$ cat src/swc_pkg.sv
// Package for the sleep wake-up controller: modes, timing constants, carriers.
// Assumes a single 10 MHz core clock.
package swc_pkg;
    localparam int CLK_HZ = 10000000;
    localparam int CLK_PERIOD_NS = 100;
    // Oscillator modes
    localparam logic [1:0] OSC_RC = 2'h0;
    localparam logic [1:0] OSC_HXT = 2'h1;
    localparam logic [1:0] OSC_LXT = 2'h2;
    // Wake-up delays
    localparam int RC_WAKE_CLOCKS = 32;
    localparam int HXT_SETTLE_MS = 2;
    localparam int HXT_EXTRA_CLOCKS = 32;
    localparam int LXT_WAKE_MS = 500;
    localparam int ADC_WAKE_PERIODS = 15;
    localparam int HXT_SETTLE_CYC = (HXT_SETTLE_MS * (CLK_HZ / 1000));
    localparam int LXT_WAKE_CYC = (LXT_WAKE_MS * (CLK_HZ / 1000));
    localparam int CNT_W = 24;
    // Interrupt vectors
    localparam logic [7:0] VEC_PORT_CHANGE = 8'h06;
    localparam logic [7:0] VEC_ADC_DONE = 8'h0c;
    // Wake source codes
    localparam logic [1:0] SRC_NONE = 2'h0;
    localparam logic [1:0] SRC_PORT = 2'h1;
    localparam logic [1:0] SRC_ADC = 2'h2;

    typedef enum logic [3:0] {
        SWC_RUN = 4'h1,
        SWC_SLEEP = 4'h2,
        SWC_WAIT = 4'h4,
        SWC_RESUME = 4'h8
    } swc_state_e;

    typedef struct packed {
        logic portChangeWakeEnable;
        logic adcDoneWakeEnable;
        logic watchdogEnable;
        logic globalIntEnable;
        logic extPinIntEnable;
    } swc_cfg_s;

    typedef struct packed {
        logic vectorValid;
        logic [7:0] vectorAddr;
        logic nextInstr;
    } swc_resume_s;
endpackage

$ cat src/sleep_wakeup_control.sv
// Sleep-mode wake-up sequencer: wake sources, oscillator-mode delays, resume target.
// Assumes the core decodes sleep and interrupt instructions into one-cycle pulses.
`timescale 1ns/1ps
module sleep_wakeup_control
    import swc_pkg::*;
#(
    parameter int HXT_SETTLE_CYCLES = swc_pkg::HXT_SETTLE_CYC,
    parameter int LXT_WAKE_CYCLES = swc_pkg::LXT_WAKE_CYC
) (
    input wire logic mclk,
    input wire logic resetn,
    input wire swc_pkg::swc_cfg_s cfg,
    input wire logic [1:0] oscMode,
    input wire logic sleepInstr,
    input wire logic portChangeIn,
    input wire logic adcDoneIn,
    input wire logic adcClockTick,
    input wire logic extPinIn,
    input wire logic extFlagClear,
    output logic sleeping,
    output logic fetchStall,
    output logic wakeDone,
    output swc_pkg::swc_resume_s resume,
    output logic extPinIntFlag,
    output logic extPinVector
);
    import swc_pkg::*;

    logic rstSync1_reg, rstN;
    logic portSync1_reg, portSync2_reg, adcSync1_reg, adcSync2_reg, extSync1_reg, extSync2_reg;
    logic extPrev_reg;
    swc_state_e state_reg;
    logic [1:0] source_reg;
    logic [1:0] stage_reg;
    logic load, tick, expired;
    logic [CNT_W-1:0] loadValue;

    ////////////////////////////////////////////////////////////////////////////
    // Reset release and input synchronisers
    always_ff @(posedge mclk or negedge resetn) begin
        if (!resetn) begin
            rstSync1_reg <= 1'b0;
            rstN <= 1'b0;
        end else begin
            rstSync1_reg <= 1'b1;
            rstN <= rstSync1_reg;
        end
    end

    always_ff @(posedge mclk or negedge rstN) begin
        if (!rstN) begin
            portSync1_reg <= 1'b0;
            portSync2_reg <= 1'b0;
            adcSync1_reg <= 1'b0;
            adcSync2_reg <= 1'b0;
            extSync1_reg <= 1'b0;
            extSync2_reg <= 1'b0;
            extPrev_reg <= 1'b0;
        end else begin
            portSync1_reg <= portChangeIn;
            portSync2_reg <= portSync1_reg;
            adcSync1_reg <= adcDoneIn;
            adcSync2_reg <= adcSync1_reg;
            extSync1_reg <= extPinIn;
            extSync2_reg <= extSync1_reg;
            extPrev_reg <= extSync2_reg;
        end
    end

    ////////////////////////////////////////////////////////////////////////////
    // Wake source qualification: watchdog must be off for either source
    logic portWake, adcWake;
    assign portWake = portSync2_reg && cfg.portChangeWakeEnable && !cfg.watchdogEnable;
    assign adcWake = adcSync2_reg && cfg.adcDoneWakeEnable && !cfg.watchdogEnable;

    // Delay per stage: stage 0 main delay, stage 1 extra crystal clocks
    function automatic logic [CNT_W-1:0] mainDelay(input logic [1:0] mode, input logic [1:0] src);
        if (src == SRC_ADC) begin
            mainDelay = CNT_W'(ADC_WAKE_PERIODS);
        end else if (mode == OSC_HXT) begin
            mainDelay = CNT_W'(HXT_SETTLE_CYCLES);
        end else if (mode == OSC_LXT) begin
            mainDelay = CNT_W'(LXT_WAKE_CYCLES);
        end else begin
            mainDelay = CNT_W'(RC_WAKE_CLOCKS);
        end
    endfunction

    logic [1:0] wakeSrc;
    assign wakeSrc = portWake ? SRC_PORT : (adcWake ? SRC_ADC : SRC_NONE);

    always_comb begin
        load = 1'b0;
        loadValue = '0;
        if (state_reg == SWC_SLEEP && wakeSrc != SRC_NONE) begin
            load = 1'b1;
            loadValue = mainDelay(oscMode, wakeSrc);
        end else if (state_reg == SWC_WAIT && expired && stage_reg == 2'h0
                     && source_reg == SRC_PORT && oscMode == OSC_HXT) begin
            load = 1'b1;
            loadValue = CNT_W'(HXT_EXTRA_CLOCKS);
        end
    end

    // Converter wake counts converter clocks; otherwise core clocks
    assign tick = (source_reg == SRC_ADC) ? adcClockTick : 1'b1;

    swc_delay_counter uDelay (
        .mclk(mclk),
        .rstN(rstN),
        .load(load),
        .loadValue(loadValue),
        .tick(tick),
        .expired(expired)
    );

    ////////////////////////////////////////////////////////////////////////////
    // Sleep state machine
    always_ff @(posedge mclk or negedge rstN) begin
        if (!rstN) begin
            state_reg <= SWC_RUN;
            source_reg <= SRC_NONE;
            stage_reg <= 2'h0;
        end else begin
            case (state_reg)
                SWC_RUN: begin
                    if (sleepInstr) begin
                        state_reg <= SWC_SLEEP;
                    end
                end
                SWC_SLEEP: begin
                    if (wakeSrc != SRC_NONE) begin
                        state_reg <= SWC_WAIT;
                        source_reg <= wakeSrc;
                        stage_reg <= 2'h0;
                    end
                end
                SWC_WAIT: begin
                    if (load) begin
                        stage_reg <= 2'h1;
                    end else if (expired) begin
                        state_reg <= SWC_RESUME;
                    end
                end
                SWC_RESUME: begin
                    state_reg <= SWC_RUN;
                end
                default: begin
                    state_reg <= SWC_RUN;
                end
            endcase
        end
    end

    assign sleeping = (state_reg == SWC_SLEEP);
    assign fetchStall = (state_reg == SWC_SLEEP) || (state_reg == SWC_WAIT);
    assign wakeDone = (state_reg == SWC_RESUME);

    ////////////////////////////////////////////////////////////////////////////
    // Resume target, registered at the end of the delay
    always_ff @(posedge mclk or negedge rstN) begin
        if (!rstN) begin
            resume <= '0;
        end else if (state_reg == SWC_WAIT && expired && !load) begin
            resume.vectorValid <= cfg.globalIntEnable;
            resume.vectorAddr <= (source_reg == SRC_ADC) ? VEC_ADC_DONE : VEC_PORT_CHANGE;
            resume.nextInstr <= !cfg.globalIntEnable;
        end else if (state_reg == SWC_RESUME) begin
            resume <= '0;
        end
    end

    ////////////////////////////////////////////////////////////////////////////
    // External pin interrupt in normal mode; a new event beats a clear
    logic extEvent;
    assign extEvent = extSync2_reg && !extPrev_reg && cfg.extPinIntEnable
                      && state_reg == SWC_RUN;
    always_ff @(posedge mclk or negedge rstN) begin
        if (!rstN) begin
            extPinIntFlag <= 1'b0;
            extPinVector <= 1'b0;
        end else begin
            if (extEvent) begin
                extPinIntFlag <= 1'b1;
            end else if (extFlagClear) begin
                extPinIntFlag <= 1'b0;
            end
            // Vectoring only when enabled; with interrupts off execution just continues
            extPinVector <= extEvent && cfg.globalIntEnable;
        end
    end
endmodule

$ cat src/swc_delay_counter.sv
// Down counter for the wake-up delay, loaded with a cycle count and ticked by an enable.
// Assumes the loader pulses load once per delay stage.
`timescale 1ns/1ps
module swc_delay_counter
    import swc_pkg::*;
(
    input wire logic mclk,
    input wire logic rstN,
    input wire logic load,
    input wire logic [swc_pkg::CNT_W-1:0] loadValue,
    input wire logic tick,
    output logic expired
);
    import swc_pkg::*;

    logic [CNT_W-1:0] count_reg;
    always_ff @(posedge mclk or negedge rstN) begin
        if (!rstN) begin
            count_reg <= '0;
        end else if (load) begin
            count_reg <= loadValue;
        end else if (tick && count_reg != '0) begin
            count_reg <= count_reg - 1'b1;
        end
    end
    // Plain zero flag: the loader reads it to chain stages, so it must not depend on load
    assign expired = (count_reg == '0);
endmodule

$ cat config.mk
export PLATFORM = sky130hd
export DESIGN_NAME = sleep_wakeup_control
export DESIGN_NICKNAME = d
export VERILOG_FILES = /design/src/swc_pkg.sv /design/src/sleep_wakeup_control.sv /design/src/swc_delay_counter.sv
export SDC_FILE = /design/constraint.sdc
export NUM_CORES = 1
export LEC_CHECK = 0
export BUFFER_PORTS_ARGS = -buffer_cell sky130_fd_sc_hd__buf_2
export CAP_MARGIN = 5
export CORE_UTILIZATION = 50
export CTS_CLUSTER_SIZE = 20
export DETAILED_ROUTE_END_ITERATION = 12
export PLACE_DENSITY = 0.7
export SETUP_SLACK_MARGIN = 0.02
export SYNTH_ARGS = -nofsm -noshare
export SYNTH_HDL_FRONTEND = slang
export SYNTH_HIERARCHICAL = 1
export SYNTH_SLANG_ARGS = --single-unit
export TNS_END_PERCENT = 50
$ cat constraint.sdc
create_clock -name mclk -period 1.6 [get_ports mclk]
set_input_delay 0.24 -clock mclk [delete_from_list [all_inputs] [get_ports mclk]]
set_output_delay 0.24 -clock mclk [all_outputs]
set_load 0.01 [all_outputs]
==> out/results.txt, run 1 <==
CTS Root Cell: clkbuf_8
DRC viols: 0
Starting Density: 52.92%
Distinct cells, synth: 53
CTS max path bufs: 2
Syn Std Cell Area: 2532 µm²
Clock tree from TritonCTS: built
Kind of critical path: reg -> reg
Die H: 73.17 µm
TritonRoute pass-1 iters: 4
Tcrit/Tclk final: 137.1%
Sequential area share after synthesis: 46.49%
Endpoint type of the worst setup path: flip-flop
GRT met2 Usage: 40.53%
Max reg flops: 24
Status: complete, but fails checks
Grt peak-use layer: met2
Largest net degree at the start of global routing: 29
Violated checks: setup timing
Die width: 73.17 µm
Diodes inserted: 0
DR iter-0 viols: 115
H-tree levels: 2
Crit path required time: 1780 ps
Max-cap check violation count: 0
Wire length of the first global-routing pass: 9.922 mm
Skew-Pair Late Insertion Delay: 300 ps
Leakage power: 1.624 nW
#FFs+latches synth: 47
Antenna Nets Post-Route: 0
Layout overhead on the synthesized area: 39.33%
Num CTS Buffers: 5
WP data arrival: 2380 ps
Met1 Track Usage GR: 33.51%
Fin. max-slew vios: 0
Clk pin slew, worst setup/hold paths: 90 ps
Final nets: 379
Async S/R FF share, synth: 100.0%
Vias: 2228
Vias in the first global route: 2143
Post-Route WL: 6.029 mm
Startpoint Class: flip-flop
Initial antenna violation count: 0
I/O pin count: 30
Peak VDD IR: 0.0009354 V
Mapped Avg Cell Area: 9.666 µm²
Post-synth top area share: 45.45%
Final HPWL DP: 4.395 mm
Ys Warns: 6
RSZ-0062 raised after global routing: yes
Gr ovfl total: 0
# fillers: 340
Setup violations, final: 33
Skew final: 12.02 ps
Worst-path fanout max: 7
Die ar.: 5353 µm²
Setup Slack @ Placement: -712.2 ps
Fmax: 456.0 MHz
Grt met3 use: 4.420%
RD Place Congestion: 0.8443
Routed length per instance: 14.12 µm
Pwr dens: 1505 nW/µm²
Worst path slowest cell: dfrtp_1
Final WS setup: -593.2 ps
Hold Vio Cnt, Final: 0
CP peak stage delay: 410 ps
Cell row count: 25
IO buf count: 24
EDFF count, synth: 0
Min Clock Period, post-route: 2193 ps
Largest cells by area after synthesis: dfrtp_1 45%, nand2_1 4.9%, xnor2_1 4.5%
Top delay family on crit path: simple AND/OR/NAND/NOR gates
All-layer global routing usage: 24.52%
Setup TNS: -13160 ps
Primary FF master, synth: dfrtp_1
Layout cells sized above 1: 36.67%
CP bufs+invs: 2
Core area: 4786 µm²
Hold Crit Class: in -> reg
Via/cell ratio: 5.218
Crit path cell chain: inv_2 > ha_1 > nor4b_4 > nand2_2 > nor2_4 > inv_2 > or3b_4 > nand2b_4 > nand2b_4 > a21oi_2 > a211o_1
Area leader, netlist: dfrtp_1
Clock Sinks: 47
Synth Instances: 262
==> kinds of logic after synthesis <==
family | Yosys count | synth area share (%)
and+or+nand+nor | 107 | 25.05
buffers and inverters | 28 | 5.237
AOI/OAI and AO/OA | 48 | 11.56
xor gates and xnor gates | 21 | 7.263
DFF | 47 | 46.49
adders and majority gates | 5 | 2.470
other | 2 | 0.2966
muxes | 4 | 1.630
==> routing by layer <==
| metal | vias to the layer above | share of wire [%] |
|---|---|---|
| li1 | 1106 | - |
| met1 | 1073 | 47 |
| met2 | 45 | 50 |
| met3 | 4 | 3.0 |
| met4 | 0 | 0.73 |
| met5 | - | 0 |
==> Yosys cell counts (2+ instances only) <==
cell type and number:
dfrtp_1 46, nand2_1 33, o21ai_0 19, inv_1 14, xnor2_1 13, nor2_1 11, nor3_1 10, nor4_1 10
xor2_1 8, a21oi_1 7, buf_4 6, ha_1 5, o211ai_1 5, and2_1 4, buf_2 4, clkbuf_1 4
o21ai_1 4, or3_1 4, and4_1 3, mux2i_1 3, nand3_1 3, nand4_1 3, nor2b_1 3, or4_1 3
a211o_1 2, a211oi_1 2, a21o_1 2, and3b_1 2, conb_1 2, nand2b_1 2, nand3b_1 2, nor4b_1 2
==> worst register-to-register path, delay by kind of cell, from the launching register on <==
family	cells	cell delay [ps]
buf+inv	2	110
fa+ha+maj	1	140
simple gates	6	1150
flops	1	410
compound gates	2	250
==> worst paths after layout <==
path | start | to | slack (ps) | depth (start not counted)
max in group asynchronous | rstN | state_reg[0] | 830 | 1
setup / recovery | uDelay/count_reg[0] | uDelay/count_reg[18] | -590 | 11
setup reg to reg | uDelay/count_reg[0] | uDelay/count_reg[18] | -590 | 11
min in group asynchronous | rstN | source_reg[0] | 200 | 0
hold reg to reg | rstN | source_reg[0] | 200 | 0
hold / removal | adcDoneIn | adcSync1_reg | 40 | 1
==> power breakdown <==
group,internal [mW],leakage [nW],switching (mW)
Clock,0.466,0.0514,0.391
Sequential,1.55,0.572,0.333
Combinational,1.38,1.00,1.18
Total,3.40,1.62,1.91
==> placed cells by master, fill, tap and decap left out, types with 3 or more instances in the layout <==
cell,n
buf_4,55
dfrtp_1,45
nand2_1,32
buf_2,22
conb_1,16
xnor2_1,13
o21ai_1,13
nor3_1,10
nor2_1,10
o21ai_0,10
buf_6,10
inv_1,9
xor2_1,8
inv_2,5
a21oi_1,5
ha_1,5
clkbuf_8,5
nor4_4,5
o211ai_1,5
nor4_1,5
or3_1,4
and2_1,3
and4_1,3
mux2i_1,3
nor2b_1,3
nand4_1,3
or4_4,3
==> timing repair <==
item                       4_1_cts  5_1_grt
hold endpoints to repair         2        0
buffers inserted                 3        1
pin swaps                        9        2
resized for setup               24        8
hold buffers                     1        0
cloned                           1        0
setup endpoints to repair       34       36
==> layout make-up <==
type | instances | area, µm² | area share [%]
Multi-Input combinational cell | 201 | 1418 | 40.18
Sequential cell | 47 | 1179 | 33.40
Timing Repair Buffer | 90 | 685.7 | 19.43
Tap cell | 67 | 83.83 | 2.376
Clock buffer | 6 | 72.57 | 2.057
Inverter | 14 | 52.55 | 1.489
Clock inverter | 2 | 37.54 | 1.064
==> per-stage QoR <==
stage	cells	util [%]	total power [mW]	cell area, µm²	hold slack (ps)
floorplan	276	-	3.203	2684	-55.59
CTS	426	72.97	5.247	3492	34.45
global route	427	73.73	5.664	3528	22.75
finish	427	73.73	5.309	3528	41.27
detailed placement	413	68.08	4.237	3258	27.43
global placement	413	68.08	4.173	3258	24.26
Power figures use the tool's default switching activity.
==> inputs of run 2 (changes only) <==
--- a/config.mk
+++ b/config.mk
@@ -7,10 +7,12 @@
 export LEC_CHECK = 0
 export BUFFER_PORTS_ARGS = -buffer_cell sky130_fd_sc_hd__buf_2
 export CAP_MARGIN = 5
-export CORE_UTILIZATION = 50
+export CELL_PAD_IN_SITES_DETAIL_PLACEMENT = 1
+export CELL_PAD_IN_SITES_GLOBAL_PLACEMENT = 1
+export CORE_UTILIZATION = 45
 export CTS_CLUSTER_SIZE = 20
 export DETAILED_ROUTE_END_ITERATION = 12
-export PLACE_DENSITY = 0.7
+export PLACE_DENSITY_LB_ADDON = 0.1
 export SETUP_SLACK_MARGIN = 0.02
 export SYNTH_ARGS = -nofsm -noshare
 export SYNTH_HDL_FRONTEND = slang
==> out/results.txt, run 2 <==
Status: aborted with a tool error
Fail Step: global routing (5_1_grt)
First Err: [ERROR DPL-0033] detailed placement checks failed during check placement.
Area leader, netlist: dfrtp_1
Final HPWL DP: 6.102 mm
Setup Slack @ Placement: -705.4 ps
Syn Std Cell Area: 2532 µm²
Ys Warns: 6
CTS max path bufs: 2
I/O pin count: 30
Synth Instances: 262
Largest cells by area after synthesis: dfrtp_1 45%, nand2_1 4.9%, xnor2_1 4.5%
IO buf count: 24
Synth cell count leaders: 46 x dfrtp_1, 33 x nand2_1, 19 x o21ai_0
#FFs+latches synth: 47
CTS Root Cell: clkbuf_8
Top-count cell post-synth: dfrtp_1
Distinct cells, synth: 53
Async S/R FF share, synth: 100.0%
Initial antenna violation count: 0
Kind of the worst endpoint: register input
Die H: 77.02 µm
Clock Sinks: 47
Post-synth top area share: 45.45%
Die width: 77.02 µm
Num CTS Buffers: 5
Mapped Avg Cell Area: 9.666 µm²
Largest net degree at the start of global routing: 23
EDFF count, synth: 0
RD Place Congestion: 0.8170
Placed cells: 427
H-tree levels: 2
Post-GRT worst EP: uDelay/count_reg[19]$_DFFE_PN0P_/D
Primary FF master, synth: dfrtp_1
Cell row count: 26
Sequential area share after synthesis: 46.49%
Starting Density: 48.05%
## run 2: cell counts after synthesis
Identical to the previous run, type by type.
## run 2: timing repair
| action | CTS |
|---|---|
| buffers inserted | 7 |
| hold buffers | 1 |
| pin swaps | 17 |
| endpoints found under the setup margin | 35 |
| gates cloned | 1 |
| endpoints found under the hold margin | 2 |
| resized for setup | 40 |
## run 2: per-stage QoR
stage	hold WS (ps)	cell area [µm²]	util [%]
after CTS	27.11	3734	70.85
after detailed placement	28.59	3369	63.94
after global placement	24.88	3369	63.94
after floorplan	-55.59	2684	-
## run 2: kinds of logic after synthesis
group,count (synthesis),share of synthesized area (%)
adder cells (fa/ha/maj),5,2.470
other,2,0.2966
buffers and inverters,28,5.237
flip-flops,47,46.49
AO/OA/AOI/OAI,48,11.56
multiplexers,4,1.630
XOR/XNOR,21,7.263
AND/OR/NAND/NOR,107,25.05
==> inputs of run 3 (changes only) <==
--- a/config.mk
+++ b/config.mk
@@ -7,13 +7,9 @@
 export LEC_CHECK = 0
 export BUFFER_PORTS_ARGS = -buffer_cell sky130_fd_sc_hd__buf_2
 export CAP_MARGIN = 5
-export CELL_PAD_IN_SITES_DETAIL_PLACEMENT = 1
-export CELL_PAD_IN_SITES_GLOBAL_PLACEMENT = 1
-export CORE_UTILIZATION = 45
-export CTS_CLUSTER_SIZE = 20
+export CORE_UTILIZATION = 35
 export DETAILED_ROUTE_END_ITERATION = 12
-export PLACE_DENSITY_LB_ADDON = 0.1
-export SETUP_SLACK_MARGIN = 0.02
+export PLACE_DENSITY_LB_ADDON = 0.15
 export SYNTH_ARGS = -nofsm -noshare
 export SYNTH_HDL_FRONTEND = slang
 export SYNTH_HIERARCHICAL = 1
==> out/results.txt, run 3 (same netlist as run 1, synthesis figures left out) <==
Gr ovfl total: 0
Status: complete, but fails checks
Met1 Track Usage GR: 23.41%
Grt peak-use layer: met2
All-layer global routing usage: 17.36%
Crit path required time: 1800 ps
Worst hold slack: 27.18 ps
Comb power frac: 48.4%
CTS max path bufs: 2
TritonRoute pass-1 iters: 4
Tcrit/Tclk final: 142.1%
Hold Vio Cnt, Final: 0
Sw frac: 35.93%
Endpoint type of the worst setup path: flip-flop
Worst-path fanout max: 6
Violated checks: setup timing
Commonest non-fill, non-tap cell in the layout: buf_4
Final WS setup: -673.2 ps
Die ar.: 7579 µm²
Setup violations, final: 36
DRC viols: 0
Setup TNS: -14850 ps
Fmax: 439.9 MHz
Clock tree from TritonCTS: built
Peak VDD IR: 0.0005369 V
Cell row count: 30
Post-Route WL: 5.928 mm
Vias in the first global route: 2138
Die H: 87.06 µm
Final nets: 388
Layout overhead on the synthesized area: 43.73%
Starting Density: 36.67%
Largest net degree at the start of global routing: 22
Grt met3 use: 3.033%
Die width: 87.06 µm
Hold Crit Class: in -> reg
RSZ-0062 raised after global routing: yes
Fin. max-slew vios: 0
Kind of critical path: reg -> reg
Fin area: 3640 µm²
Layout cells sized above 1: 37.67%
Pwr dens: 1473 nW/µm²
Max-cap check violation count: 0
Routed length per instance: 12.75 µm
Final HPWL DP: 4.555 mm
Skew-Pair Late Insertion Delay: 310 ps
WP data arrival: 2480 ps
Num CTS Buffers: 5
GRT met2 Usage: 28.13%
# fillers: 652
RD Place Congestion: 0.7825
Initial antenna violation count: 0
Pint: 3.434 mW
Startpoint Class: flip-flop
Via/cell ratio: 4.660
IO buf count: 24
Switching power total: 1.926 mW
Antenna Nets Post-Route: 0
Diodes inserted: 0
Clock power frac: 17.1%
Area after DPL: 3382 µm²
H-tree levels: 2
Vias: 2167
Leakage power: 1.681 nW
Wire length of the first global-routing pass: 10.01 mm
Seq pwr share: 34.5%
DR iter-0 viols: 64
Clk pin slew, worst setup/hold paths: 100 ps
Skew final: 14.14 ps
CTS Root Cell: clkbuf_8
Setup Slack @ Placement: -740.0 ps
Most frequent cells in the layout: 63 x buf_4, 45 x dfrtp_1, 32 x nand2_1
I/O pin count: 30
Clock Sinks: 47
Core area: 6907 µm²
Min Clock Period, post-route: 2273 ps
Max reg flops: 24
run 3: critical path: stages (launching register included):
cell and delay [ps]:
dfrtp_1 430, nor4_4 340, and2_4 210, nand2_2 60, nor2_4 120, inv_2 40
or3b_4 380, nand2b_4 100, buf_12 110, nand2b_4 110, a21oi_2 30, a211o_1 230
run 3: final timing paths:
kind,from,to,slack [ps],depth (start not counted)
setup / recovery,uDelay/count_reg[6],uDelay/count_reg[18],-670,11
hold / removal,portChangeIn,portSync1_reg,30,1
setup reg to reg,uDelay/count_reg[6],uDelay/count_reg[18],-670,11
hold reg to reg,rstN,resume[4],220,0
max in group asynchronous,rstN,uDelay/count_reg[11],900,1
min in group asynchronous,rstN,resume[4],220,0
run 3: area by class of cell:
cell class	count	area, µm²	area share, %
tap	96	120.1	3.300
multi-input combinational	201	1403	38.54
inverter	14	52.55	1.444
sequential	47	1179	32.38
clock inverter	3	47.55	1.306
clock buffer	5	68.82	1.891
timing repair buffer	99	769.5	21.14
run 3: metal layers:
| layer | wire, µm | vias to the layer above |
|---|---|---|
| met4 | 80 | 0 |
| met1 | 2926 | 1023 |
| li1 | - | 1111 |
| met2 | 2757 | 27 |
| met3 | 164 | 6 |
| met5 | 0 | - |
run 3: metrics by stage:
stage	std cells	utilization (%)	power (mW)
finish	465	52.70	5.360
global route	465	52.70	5.750
CTS	465	52.01	5.330
detailed placement	452	48.97	4.280
global placement	452	48.97	4.239
floorplan	276	-	3.203
run 3: power groups by stage:
stage               Combinational [mW]  Clock [mW]  Sequential (mW)
CTS                               2.53       0.944             1.86
global placement                  2.37           0             1.87
finish                            2.59       0.919             1.85
detailed placement                2.41           0             1.87
floorplan                         1.24           0             1.96
global route                      2.85       0.994             1.90
run 3: timing repair:
item                                    4_1_cts  5_1_grt
hold buffers                                  1        0
endpoints found under the setup margin       36       36
buffers inserted                              4        0
pin swaps                                     7        3
endpoints found under the hold margin         2        0
gates resized for setup                      18       12
==> inputs of run 4 (changes only) <==
--- a/config.mk
+++ b/config.mk
@@ -12,6 +12,5 @@
 export PLACE_DENSITY_LB_ADDON = 0.15
 export SYNTH_ARGS = -nofsm -noshare
 export SYNTH_HDL_FRONTEND = slang
-export SYNTH_HIERARCHICAL = 1
 export SYNTH_SLANG_ARGS = --single-unit
 export TNS_END_PERCENT = 50
==> out/results.txt, run 4 <==
Layout cells sized above 1: 45.95%
Hold Vio Cnt, Final: 0
Die width: 83.74 µm
Worst Tran Pin Value: 505.7 ps
Final WS setup: -623.9 ps
Commonest non-fill, non-tap cell in the layout: buf_4
Peak VDD IR: 0.0008838 V
Top-count cell post-synth: dfrtp_1
Via/cell ratio: 5.111
DR iter-0 viols: 103
Final HPWL DP: 4.433 mm
Clock Sinks: 47
Area leader, netlist: dfrtp_1
Min Clock Period, post-route: 2224 ps
Kind of critical path: reg -> reg
R2r setup slk: -620 ps
RSZ-0062 raised after global routing: yes
I/O pin count: 30
Skew final: 8.774 ps
Die ar.: 7012 µm²
H-tree levels: 2
DRC viols: 0
Tcrit/Tclk final: 139.0%
Routed length per instance: 15.16 µm
Async S/R FF share, synth: 100.0%
Worst hold slack: 38.96 ps
Starting Density: 36.62%
Die H: 83.74 µm
#FFs+latches synth: 47
Final nets: 365
Fin area: 3530 µm²
Largest cells by area after synthesis: dfrtp_1 49%, nor2_1 4.3%, xnor2_1 3.4%
Post-synth top area share: 49.22%
WL met3: 192 µm
Wire length of the first global-routing pass: 10.25 mm
Syn Std Cell Area: 2338 µm²
Sequential area share after synthesis: 50.35%
Hold Crit Class: in -> reg
# fillers: 589
RD Place Congestion: 0.8235
Layout overhead on the synthesized area: 50.94%
Crit path required time: 1780 ps
Setup TNS: -17210 ps
Initial antenna violation count: 0
Setup violations, final: 37
Largest net degree at the start of global routing: 22
Slew HR: 66.03%
Worst hold stages: 1
Status: complete, but fails checks
Most frequent cells in the layout: 72 x buf_4, 45 x dfrtp_1, 26 x nor2_1
Clock tree from TritonCTS: built
Met1 WL: 3.026 mm
Fin. max-slew vios: 0
Mapped Avg Cell Area: 9.951 µm²
Violated checks: setup timing
TritonRoute pass-1 iters: 4
Vias in the first global route: 2156
Synth Instances: 235
Vias: 2162
Fmax: 449.7 MHz
R2R depth: 7
Leakage power: 1.624 nW
Gr ovfl total: 0
Max-cap check violation count: 0
Synth cell count leaders: 46 x dfrtp_1, 27 x nor2_1, 18 x nand2_1
Pwr dens: 1435 nW/µm²
Startpoint Class: flip-flop
Area after DPL: 3113 µm²
Antenna Nets Post-Route: 0
IO buf count: 24
Clk pin slew, worst setup/hold paths: 90 ps
Skew-Pair Late Insertion Delay: 310 ps
Top Metal Used: met4
Primary FF master, synth: dfrtp_1
Core area: 6386 µm²
All-layer global routing usage: 18.77%
WL met2: 3.133 mm
Num CTS Buffers: 5
Endpoint type of the worst setup path: flip-flop
Max reg flops: 24
EDFF count, synth: 0
Post-Route WL: 6.413 mm
Ys Warns: 0
CTS max path bufs: 2
Worst-path fanout max: 5
CTS Root Cell: clkbuf_8
Diodes inserted: 0
Cell row count: 29
Setup Slack @ Placement: -639.4 ps
WP data arrival: 2400 ps
Distinct cells, synth: 54
-- run 4: cell types whose count changed in the layout (fill, tap and decap cells not counted), moves of 4 or more --
| cell | delta |
|---|---|
| nand2_1 | -14 |
| o211ai_1 | -5 |
| o21ai_1 | -10 |
| xnor2_1 | -4 |
| buf_4 | +9 |
| xor2_1 | -8 |
| a21oi_1 | +4 |
| nor2_1 | +16 |
| conb_1 | -10 |
-- run 4: cells by family after synthesis --
family,count (synthesis),share of synthesized area [%]
AND/OR/NAND/NOR,101,23.22
AO/OA/AOI/OAI,48,14.55
flip-flops,47,50.35
buffers and inverters,22,5.083
XOR/XNOR,9,3.371
adder cells (fa/ha/maj),5,2.675
other,2,0.3211
multiplexers,1,0.4281
-- run 4: layer usage --
metal | vias up | track usage (%)
met2 | 38 | 29.05
li1 | 1060 | -
met3 | 8 | 4.649
met1 | 1056 | 25.70
met4 | 0 | 6.317
met5 | - | 0
-- run 4: layout make-up --
class,instances,area [µm²],area share [%]
inverter,10,37.54,1.063
multi-input combinational,172,1246,35.31
timing repair buffer,109,853.3,24.18
clock inverter,2,35.03,0.9926
clock buffer,6,82.58,2.340
tap,77,96.34,2.730
sequential,47,1179,33.39
-- run 4: power by group --
part           internal (mW)  total (mW)  switching (mW)
logic                   1.25        2.32            1.07
registers               1.53        1.82           0.288
clock network          0.506       0.926           0.420
total                   3.29        5.07            1.78
-- run 4: path summary, 6_finish.rpt --
check / from / endpoint
worst max-delay path: state_reg[0] / uDelay.count_reg[19]
worst min-delay path: portChangeIn / portSync1_reg
worst max register to register: state_reg[0] / uDelay.count_reg[19]
worst min register to register: rstN / state_reg[3]
max in group asynchronous: rstN / uDelay.count_reg[4]
min in group asynchronous: rstN / state_reg[3]
-- run 4: timing repair --
item                                   in CTS  in global routing
gates cloned                                1                  2
pin swaps                                   8                 11
setup endpoints to repair                  37                 37
endpoints found under the hold margin       2                  0
hold buffers                                1                  0
gates resized for setup                    19                 26
setup buffers                               6                  2
-- run 4: stage by stage --
step / util (%) / total power [mW] / cells
5_1_grt: 55.27 / 5.413 / 423
3_5_place_dp: 48.75 / 3.926 / 403
3_3_place_gp: 48.75 / 3.906 / 403
4_1_cts: 52.90 / 4.966 / 419
6_report: 55.27 / 5.065 / 423
2_1_floorplan: - / 2.878 / 239
-- run 4: critical path, cell delays in order (launching register included) --
cell       delay, ps
dfstp_2          390
or4b_4           530
or4_4            450
o31ai_4          230
buf_6            160
clkbuf_16        140
or4_1            110
nand3b_1          80
